`config.mk`:
```
export PLATFORM = sky130hd
export DESIGN_NAME = serial_status_flags
export DESIGN_NICKNAME = d
export VERILOG_FILES = /design/src/logic/status_pkg.sv /design/src/logic/sticky_irq.sv /design/src/logic/serial_status_flags.sv
export SDC_FILE = /design/constraint.sdc
export NUM_CORES = 1
export LEC_CHECK = 0
export BUFFER_PORTS_ARGS = -buffer_cell sky130_fd_sc_hd__buf_2
export CAP_MARGIN = 25
export CORE_ASPECT_RATIO = 0.9
export CORE_MARGIN = 4
export CORE_UTILIZATION = 47
export DETAILED_ROUTE_END_ITERATION = 8
export PLACE_DENSITY = 0.87
export SLEW_MARGIN = 40
export SYNTH_ARGS = -nofsm -noshare
export SYNTH_HDL_FRONTEND = slang
export SYNTH_SLANG_ARGS = --single-unit
```
`constraint.sdc`:
```
create_clock -name ref_clk -period 3.9 [get_ports ref_clk]
set_clock_uncertainty 0.2 [all_clocks]
set_input_delay 0.78 -clock ref_clk [delete_from_list [all_inputs] [get_ports ref_clk]]
set_output_delay 0.78 -clock ref_clk [all_outputs]
set_load 0.01 [all_outputs]
```
`src/logic/status_pkg.sv`:
```
/*
  Shared constants for the serial bus status flag block: register offsets,
  field positions and reset values.
  Assumes a 32-bit APB register bus, each register one aligned word.
*/
package status_pkg;
    // Register byte offsets.
    localparam logic [11:0] OFF_STATUS = 12'h000;
    localparam logic [11:0] OFF_IRQ_STATUS = 12'h004;
    localparam logic [11:0] OFF_IRQ_MASK = 12'h008;
    localparam logic [11:0] OFF_TX_BUFFER = 12'h00c;
    localparam logic [11:0] OFF_RX_BUFFER = 12'h010;
    // Status word field positions.
    localparam int BIT_ACK_RESULT = 15;
    localparam int BIT_TX_PROGRESS = 14;
    localparam int BIT_BUS_COLL = 10;
    localparam int BIT_GEN_CALL = 9;
    localparam int BIT_TEN_BIT = 8;
    localparam int BIT_WR_COLL = 7;
    localparam int BIT_RX_OVF = 6;
    localparam int BIT_STOP_SEEN = 4;
    localparam int BIT_START_SEEN = 3;
    // Interrupt status field positions.
    localparam int IRQ_BUS_COLL = 0;
    localparam int IRQ_WR_COLL = 1;
    localparam int IRQ_RX_OVF = 2;
    localparam int IRQ_STOP = 3;
    localparam int IRQ_WIDTH = 4;
    // Reset values.
    localparam logic [15:0] STATUS_RESET = 16'h0000;
    localparam logic [3:0] IRQ_MASK_RESET = 4'h0;
    localparam logic [7:0] BUFFER_RESET = 8'h00;
endpackage

```
`src/logic/sticky_irq.sv`:
```
/*
  Sticky interrupt status with mask and write-one-to-clear.
  Assumes events are one-cycle pulses on ref_clk.
*/
`timescale 1ns/1ps
module sticky_irq #(
    parameter int WIDTH = 4
) (
    // Clock and reset.
    input wire logic ref_clk,
    input wire logic rst_b,
    // Events and software access.
    input wire logic [WIDTH-1:0] event_pulse,
    input wire logic [WIDTH-1:0] clear_bits,
    input wire logic [WIDTH-1:0] mask_bits,
    // Results.
    output logic [WIDTH-1:0] status_bits,
    output logic irq
);
    // Refuse a width that leaves no status bit to hold.
    if (WIDTH < 1) begin : g_bad_width
        $error("sticky_irq needs WIDTH of at least one");
    end

    // A new event in the clearing cycle wins, so no event is lost.
    always_ff @(posedge ref_clk or negedge rst_b) begin
        if (!rst_b) begin
            status_bits <= '0;
        end else begin
            status_bits <= (status_bits & ~clear_bits) | event_pulse;
        end
    end

    // Level output while any unmasked bit stands.
    assign irq = |(status_bits & mask_bits);
endmodule // sticky_irq

```
`src/logic/serial_status_flags.sv`:
```
/*
  Upper status flags of a two-wire serial bus controller, an APB slave for
  software access, and a sticky masked interrupt.
  Assumes the bus engine gives one-cycle event pulses on ref_clk.
*/
`timescale 1ns/1ps
module serial_status_flags (
    // Clock and reset.
    input wire logic ref_clk,
    input wire logic rst_b,
    // APB slave.
    input wire logic psel,
    input wire logic penable,
    input wire logic pwrite,
    input wire logic [11:0] paddr,
    input wire logic [31:0] pwdata,
    output logic [31:0] prdata,
    output logic pready,
    output logic pslverr,
    // Bus engine events.
    input wire logic master_op_active,
    input wire logic engine_busy,
    input wire logic tx_start,
    input wire logic ack_end,
    input wire logic ack_nack,
    input wire logic collision_seen,
    input wire logic gen_call_match,
    input wire logic ten_bit_second_match,
    input wire logic start_seen,
    input wire logic stop_seen,
    input wire logic rx_byte_valid,
    input wire logic [7:0] rx_byte,
    // Engine side of the transmit buffer.
    output logic [7:0] tx_data,
    output logic tx_load,
    // Status outputs.
    output logic [15:0] serial_bus_status,
    output logic irq
);
    logic slave_ack_result_reg;
    logic master_tx_in_progress_reg;
    logic bus_collision_flag_reg;
    logic general_call_flag_reg;
    logic ten_bit_addr_matched_reg;
    logic tx_write_collision_reg;
    logic rx_overflow_flag_reg;
    logic stop_flag_reg;
    logic start_flag_reg;
    logic rx_full_reg;
    logic [7:0] rx_buffer_reg;
    logic [3:0] irq_mask_reg;
    logic [3:0] irq_status;
    logic [3:0] irq_clear;
    logic [3:0] irq_event;
    logic wr_access;
    logic rd_access;
    logic status_wr;
    logic tx_wr;
    logic rx_rd;
    logic addr_ok;
    logic [31:0] rdata_next;

    // Every access completes in its first access cycle, so pready is constant.
    assign pready = 1'b1;
    assign wr_access = psel && penable && pwrite;
    assign rd_access = psel && penable && !pwrite;
    assign status_wr = wr_access && (paddr == status_pkg::OFF_STATUS);
    assign tx_wr = wr_access && (paddr == status_pkg::OFF_TX_BUFFER);
    assign rx_rd = rd_access && (paddr == status_pkg::OFF_RX_BUFFER);
    assign addr_ok = (paddr == status_pkg::OFF_STATUS) ||
                     (paddr == status_pkg::OFF_IRQ_STATUS) ||
                     (paddr == status_pkg::OFF_IRQ_MASK) ||
                     (paddr == status_pkg::OFF_TX_BUFFER) ||
                     (paddr == status_pkg::OFF_RX_BUFFER);
    assign pslverr = psel && penable && !addr_ok;

    // Status word assembly; unimplemented bits read as zero.
    always_comb begin
        serial_bus_status = status_pkg::STATUS_RESET;
        serial_bus_status[status_pkg::BIT_ACK_RESULT] = slave_ack_result_reg;
        serial_bus_status[status_pkg::BIT_TX_PROGRESS] = master_tx_in_progress_reg;
        serial_bus_status[status_pkg::BIT_BUS_COLL] = bus_collision_flag_reg;
        serial_bus_status[status_pkg::BIT_GEN_CALL] = general_call_flag_reg;
        serial_bus_status[status_pkg::BIT_TEN_BIT] = ten_bit_addr_matched_reg;
        serial_bus_status[status_pkg::BIT_WR_COLL] = tx_write_collision_reg;
        serial_bus_status[status_pkg::BIT_RX_OVF] = rx_overflow_flag_reg;
        serial_bus_status[status_pkg::BIT_STOP_SEEN] = stop_flag_reg;
        serial_bus_status[status_pkg::BIT_START_SEEN] = start_flag_reg;
    end

    // Transmit in progress spans the byte and its acknowledge; start wins over end.
    always_ff @(posedge ref_clk or negedge rst_b) begin
        if (!rst_b) begin
            master_tx_in_progress_reg <= 1'b0;
        end else if (tx_start) begin
            master_tx_in_progress_reg <= 1'b1;
        end else if (ack_end) begin
            master_tx_in_progress_reg <= 1'b0;
        end
    end

    // The acknowledge result is latched only at acknowledge end of a master transmit.
    always_ff @(posedge ref_clk or negedge rst_b) begin
        if (!rst_b) begin
            slave_ack_result_reg <= 1'b0;
        end else if (ack_end && master_tx_in_progress_reg) begin
            slave_ack_result_reg <= ack_nack;
        end
    end

    // Collision flag is write-one-to-clear; a collision in the same cycle wins.
    always_ff @(posedge ref_clk or negedge rst_b) begin
        if (!rst_b) begin
            bus_collision_flag_reg <= 1'b0;
        end else if (collision_seen && master_op_active) begin
            bus_collision_flag_reg <= 1'b1;
        end else if (status_wr && pwdata[status_pkg::BIT_BUS_COLL]) begin
            bus_collision_flag_reg <= 1'b0;
        end
    end

    // Address flags live until stop; a match in the stop cycle is kept.
    always_ff @(posedge ref_clk or negedge rst_b) begin
        if (!rst_b) begin
            general_call_flag_reg <= 1'b0;
        end else if (gen_call_match) begin
            general_call_flag_reg <= 1'b1;
        end else if (stop_seen) begin
            general_call_flag_reg <= 1'b0;
        end
    end

    // The ten-bit flag waits for the second address byte match.
    always_ff @(posedge ref_clk or negedge rst_b) begin
        if (!rst_b) begin
            ten_bit_addr_matched_reg <= 1'b0;
        end else if (ten_bit_second_match) begin
            ten_bit_addr_matched_reg <= 1'b1;
        end else if (stop_seen) begin
            ten_bit_addr_matched_reg <= 1'b0;
        end
    end

    // Write collision: only software clears it, and a new collision wins.
    always_ff @(posedge ref_clk or negedge rst_b) begin
        if (!rst_b) begin
            tx_write_collision_reg <= 1'b0;
        end else if (tx_wr && engine_busy) begin
            tx_write_collision_reg <= 1'b1;
        end else if (status_wr && pwdata[status_pkg::BIT_WR_COLL]) begin
            tx_write_collision_reg <= 1'b0;
        end
    end

    // Transmit buffer; writes while busy never reach the engine.
    always_ff @(posedge ref_clk or negedge rst_b) begin
        if (!rst_b) begin
            tx_data <= status_pkg::BUFFER_RESET;
            tx_load <= 1'b0;
        end else begin
            tx_load <= tx_wr && !engine_busy;
            if (tx_wr && !engine_busy) begin
                tx_data <= pwdata[7:0];
            end
        end
    end

    // Receive buffer; an overflowing byte is dropped so the unread one survives.
    always_ff @(posedge ref_clk or negedge rst_b) begin
        if (!rst_b) begin
            rx_buffer_reg <= status_pkg::BUFFER_RESET;
            rx_full_reg <= 1'b0;
        end else if (rx_byte_valid && !rx_full_reg) begin
            rx_buffer_reg <= rx_byte;
            rx_full_reg <= 1'b1;
        end else if (rx_rd) begin
            rx_full_reg <= 1'b0;
        end
    end

    // Overflow flag: software clears it, a new overflow in that cycle wins.
    always_ff @(posedge ref_clk or negedge rst_b) begin
        if (!rst_b) begin
            rx_overflow_flag_reg <= 1'b0;
        end else if (rx_byte_valid && rx_full_reg) begin
            rx_overflow_flag_reg <= 1'b1;
        end else if (status_wr && pwdata[status_pkg::BIT_RX_OVF]) begin
            rx_overflow_flag_reg <= 1'b0;
        end
    end

    // Last-condition flags; stop wins when start and stop arrive in the same cycle.
    always_ff @(posedge ref_clk or negedge rst_b) begin
        if (!rst_b) begin
            stop_flag_reg <= 1'b0;
            start_flag_reg <= 1'b0;
        end else if (stop_seen) begin
            stop_flag_reg <= 1'b1;
            start_flag_reg <= 1'b0;
        end else if (start_seen) begin
            stop_flag_reg <= 1'b0;
            start_flag_reg <= 1'b1;
        end
    end

    // Interrupt mask register.
    always_ff @(posedge ref_clk or negedge rst_b) begin
        if (!rst_b) begin
            irq_mask_reg <= status_pkg::IRQ_MASK_RESET;
        end else if (wr_access && (paddr == status_pkg::OFF_IRQ_MASK)) begin
            irq_mask_reg <= pwdata[3:0];
        end
    end

    // Interrupt events and clears.
    always_comb begin
        irq_event = '0;
        irq_event[status_pkg::IRQ_BUS_COLL] = collision_seen && master_op_active;
        irq_event[status_pkg::IRQ_WR_COLL] = tx_wr && engine_busy;
        irq_event[status_pkg::IRQ_RX_OVF] = rx_byte_valid && rx_full_reg;
        irq_event[status_pkg::IRQ_STOP] = stop_seen;
        irq_clear = '0;
        if (wr_access && (paddr == status_pkg::OFF_IRQ_STATUS)) begin
            irq_clear = pwdata[3:0];
        end
    end

    sticky_irq #(
        .WIDTH(status_pkg::IRQ_WIDTH)
    ) u_irq (
        .ref_clk(ref_clk),
        .rst_b(rst_b),
        .event_pulse(irq_event),
        .clear_bits(irq_clear),
        .mask_bits(irq_mask_reg),
        .status_bits(irq_status),
        .irq(irq)
    );

    // Read mux; unmapped addresses return zero with an error.
    always_comb begin
        rdata_next = '0;
        case (paddr)
            status_pkg::OFF_STATUS: begin
                rdata_next = {16'h0000, serial_bus_status};
            end
            status_pkg::OFF_IRQ_STATUS: begin
                rdata_next = {28'h0000000, irq_status};
            end
            status_pkg::OFF_IRQ_MASK: begin
                rdata_next = {28'h0000000, irq_mask_reg};
            end
            status_pkg::OFF_TX_BUFFER: begin
                rdata_next = {24'h000000, tx_data};
            end
            status_pkg::OFF_RX_BUFFER: begin
                rdata_next = {24'h000000, rx_buffer_reg};
            end
            default: begin
                rdata_next = '0;
            end
        endcase
    end

    // Read data is combinational from registers, valid in the access cycle.
    assign prdata = rd_access ? rdata_next : 32'h00000000;
endmodule // serial_status_flags

```
# --- Yosys cells after proc, flatten, opt, wreduce, memory -nomap -nowiden ---
# Cells that the tools add are included.
op_classes:
  reduce_logical: 36
  muxes: 20
  bitwise_logic: 4
  n_eq_ne: 4
op_table:
  columns: ["op", "count"]
  rows:
  - ["$pmux W16 S5", 1]
  - ["$eq A12 B4 Y1 const B", 2]
  - ["$logic_and A1 B1 Y1", 18]
  - ["$mux W1", 17]
  - ["$mux W16", 1]
  - ["$reduce_bool A2 Y1", 8]
  - ["$eq A12 B3 Y1 const B", 1]
  - ["$eq A12 B5 Y1 const B", 1]
  - ["$logic_not A12 Y1", 1]
  - ["$and A4 B4 Y4", 2]
  - ["$logic_not A1 Y1", 4]
  - ["$logic_or A1 B1 Y1", 4]
  - ["$mux W4", 1]
  - ["$not A4 Y4", 1]
  - ["$or A4 B4 Y4", 1]
  - ["$reduce_or A4 Y1", 1]
totals:
  in_bits: 68
  out_inout_bits: 60
  wordCells: 79
  ff_bits: 35

# --- Depth between registers and ports, before layout ---
logic_depth:
  word_depth: 7
  depth_mapped: 6
  ltp_nobuf: 4

# --- Hierarchy ---
# From an unflattened synthesis, not the netlist that was laid out.
hier_totals:
  hier_cells: 201
  area_unflattened_um2: 2070.7
by_module_without_submodules:
  columns: ["mod", "cells_each", "seq_area_each_um2", "area_per_inst_um2", "instances"]
  rows:
  - ["serial_status_flags", 186, 775.7, 1905.6, 1]
  - ["sticky_irq", 15, 100.1, 165.2, 1]

# --- Least setup slack after synthesis ---
# OpenSTA, ideal clock, no wires.
synth_timing:
  kind: "in2out"
  from: "in paddr[9]"
  to: "out prdata[5]"
  setup_slack_ps: 1047
  path_stages: 5
  path_buffers: 1
  arrival_ps: 1873
  required_time_ps: 2920
  path_cell_list: "nor4_4 -> and3_4 -> and3_2 -> buf_2 -> a21boi_0"
synth_via:
  elab_chain_cells: 3
  elab_cells_between_ends: 7
  cone_classes: "eq/ne (4); mux (2); reduce/logical (1)"
synth_lines:
  columns: ["item", "line", "source"]
  rows:
  - ["start, declared", "serial_status_flags.sv:15", "input wire logic [11:0] paddr,"]
  - ["$eq A12 B5 Y1 (tied with other cells)", "serial_status_flags.sv:243", "case (paddr)"]
  - ["$pmux W16 S5 *", "serial_status_flags.sv:243", null]
  - ["$mux W16 *", "serial_status_flags.sv:266", "assign prdata = rd_access ? rdata_next : 32'h00000000;"]
  - ["end, declared", "serial_status_flags.sv:17", "output logic [31:0] prdata,"]
# Every way passes the cells marked *; elsewhere a longest branch is shown, timed or not.

# --- Final worst setup path ---
# Same ends and word-level chain as after synthesis.

==> summary by stage <==
Clock network
TritonCTS created 5 clock buffers. The post-CTS setup-driven buffer insertion count is 0. Gates resized during post-CTS repair numbered 0. In this run, post-CTS hold repair placed 0 buffers. After clock tree synthesis, the clock-pin slew on the worst setup and hold paths is 0.06 ns.

The clock net sink count is 35. The depth of the CTS H-tree is 2. The master cell of the clock root buffer is clkbuf_8. The clock tree from TritonCTS is built. The number of buffers on the longest clock path is 2. For the worst-skew pair, the clock arrives at the later sink with an insertion delay of 0.28 ns.

Placement
The cell area after placement is 2330 sq um. Detailed placement finished with a half-perimeter wire length of 3680 microns. Buffers placed on the I/O ports in this run total 77. The number of placed instances, taps included, is 320.

The final weighted congestion in routability-driven placement is 0.790.

Pwr
The power density over the cells is 340 nW/um^2. Summed over all cells, the static leakage comes to 1.27 nW. The peak supply drop is 259 uV.

Cells and area
The number of nets in the final layout is 335. The design area is 2440 sq um. The repair_antennas step left the layout with diodes totalling 0. The fraction of final layout cells sized beyond drive strength 1 is 0.429. Once layout is complete, the cells apart from fillers number 328. The area growth from synthesis to layout is 16.8%.

Timing
The slew at the pin closest to its max-slew limit is 0.606 ns. The fraction of the cycle the final worst path needs is 0.776. The relative slew slack is 0.596. The highest clock rate is 331 MHz. The number of pins with negative max-slew slack in the final report is 0. The final hold violation count is 0.

After routing, the total negative slack on setup checks comes to 0 ns. Setup repair after global routing left no endpoint under its margin. For the finished layout, the period the worst path requires is 3.02 ns. Setup violations remaining at the end of the flow were counted as 0.

Synth
A synthesized cell averages 10.4 sq um. The cell area that synthesis handed to floorplanning was 2090 sq um. The primary flip-flop cell chosen by synthesis mapping is dfrtp_1. Counting flops with an async set or reset pin after synthesis yields a share of 1.00. The flip-flop and latch count after synthesis is 35. Of the post-synthesis cell area, the dominant cell type holds 0.419. For this run, the number of Yosys warnings is 0. The number of enable-type register cells in the synthesized netlist is 0. The most numerous cell in the Yosys netlist is buf_4. Ranked by instance count, the synthesized netlist is headed by 37 x buf_4, 35 x dfrtp_1, 14 x mux2_2. The synthesized instance count is 201. The proportion of synthesized chip area in sequential cells is 0.419.

The library cell with the largest summed area after synthesis is dfrtp_1. The synthesized netlist contains 36 unique library cells. Yosys attributes the largest share of cell area to dfrtp_1 42%, buf_4 13%, mux2_2 7.5%.

Setup path
Walking the worst path, the cells encountered are buf_2 > nor4_4 > and3_4 > and3_2 > a21boi_0 > buf_2. Counting stages on the worst path, the most repeated cell is buf_2. In this design, the largest share of critical-path delay is due to simple AND/OR/NAND/NOR gates. The worst endpoint required time is 2.92 ns. Together, buffers and inverters on the worst path number 2. STA classifies the critical path endpoint as an output port.

The library cell contributing the largest single delay on the critical path is nor4_4. Along the worst path, the maximum fanout reaches 8. The highest cell delay on the worst timing path is 0.28 ns.

STA classifies the critical path startpoint as an input port. The worst setup path is of the input port to output port kind. The data arrival at the endpoint of the critical path is 2.04 ns.

Floorplanning
For this configuration, the core starts out at a cell density of 0.499. The die covers 5580 sq um. The row count is 22.

The I/O pin count is 128. The core area is 4180 sq um. From left edge to right edge, the die measures 78.3 microns. In this run the vertical extent of the chip is 71.3 microns.

GRT
The number of antenna violations at the first check in global routing is 0. Entering global routing, the biggest net connects 36 pins. The number of global-route vias before repair was 1612. In the global route stage, overall resource usage came out at 0.171. Global routing finished with a remaining overflow of 0. The first global-routing pass estimated 7430 microns of wire.

Routing
The wire length per cell after detailed routing is 14.3 microns. For this block, the routed nets add up to 4700 microns of wire. For this block, the via count after detailed routing is 1579. After the first detailed-routing iteration, the DRC count stood at 55.

The remaining design rule violation count is 0. The first-pass iteration count of the detailed router is 4. The number of antenna-violating nets in the routed design is 0.

The detailed-route vias per instance is 4.81.

Status
The flow ran to the end, and the final reports show no timing, DRC or antenna violations.

Min path
The kind of path behind the tightest hold check is input port to asynchronous set/reset pin.

Job
Max-cap violations in this run came to 0.
## placed cells by master (no fill, tap or decap), types with 2 or more instances in the layout
cell and count:
and3_1 2, nor2_1 8, clkbuf_8 7, a21o_1 4
nand3b_1 4, a22oi_1 9, nand3_1 5, inv_1 4
a21oi_1 3, nand4_1 2, buf_4 2, o22ai_1 3
buf_2 76, mux2_2 14, nand2_1 10, nor3_1 2
a31oi_1 3, dfrtp_1 35, o21ai_0 9, conb_1 27
and2_1 12, mux2i_1 3, mux2_4 8, and3_2 3
## worst register-to-register path: stages, from the launching register on
cell and delay (ns):
dfrtp_1 0.42, nor2b_2 0.46, mux2_2 0.40
## per-stage QoR
stage | utilization | power (mW) | setup WS, ns | hold slack [ns]
floorplan | - | 0.527 | 1.05 | 0.264
global placement | 0.558 | 0.549 | 0.877 | 0.276
detailed placement | 0.558 | 0.556 | 0.881 | 0.286
CTS | 0.582 | 0.841 | 0.878 | 0.301
global route | 0.583 | 0.873 | 0.788 | 0.266
finish | 0.583 | 0.830 | 0.876 | 0.235
## metal layers
layer | vias up | GRT usage | share of wire
met4 | 0 | 0.0660 | 0.014
met5 | - | 0 | 0
met2 | 69 | 0.285 | 0.48
li1 | 772 | - | -
met1 | 731 | 0.213 | 0.42
met3 | 7 | 0.0465 | 0.078
## final timing paths
kind	cells after the start	end	slack, ns	from
hold / removal	1	irq_mask_reg[2]	0.24	rst_b
setup / recovery	6	prdata[5]	0.88	paddr[9]
hold reg to reg	1	ten_bit_addr_matched_reg	0.30	ten_bit_addr_matched_reg
max in group asynchronous	1	master_tx_in_progress_reg	2.96	rst_b
min in group ref_clk	1	ten_bit_addr_matched_reg	0.30	ten_bit_addr_matched_reg
setup reg to reg	2	rx_buffer_reg[6]	2.31	rx_full_reg
## kinds of logic (layout without fill, tap and decap cells)
kind of cell	count (synthesis)	count (layout)	share of synthesized area
AO/OA/AOI/OAI	33	33	0.101
buffers and inverters	48	90	0.159
other	2	27	0.00359
AND/OR/NAND/NOR	58	58	0.170
flip-flops	35	35	0.419
multiplexers	25	25	0.147
## area by class of cell
cell class                      count  area [sq um]
Inverter                            4          15.0
Timing Repair Buffer               78           395
Clock buffer                        8           100
Multi-Input combinational cell    143           978
Sequential cell                    35           876
Fill cell                         376          1740
Tap cell                           60          75.1
## where the power goes
group / total (mW) / switching (mW) / internal (mW)
Combinational: 0.126 / 0.0642 / 0.0616
Sequential: 0.422 / 0.0205 / 0.401
Clock: 0.283 / 0.122 / 0.161
Total: 0.830 / 0.206 / 0.624
Note: power is estimated with default switching activity, not from simulation.
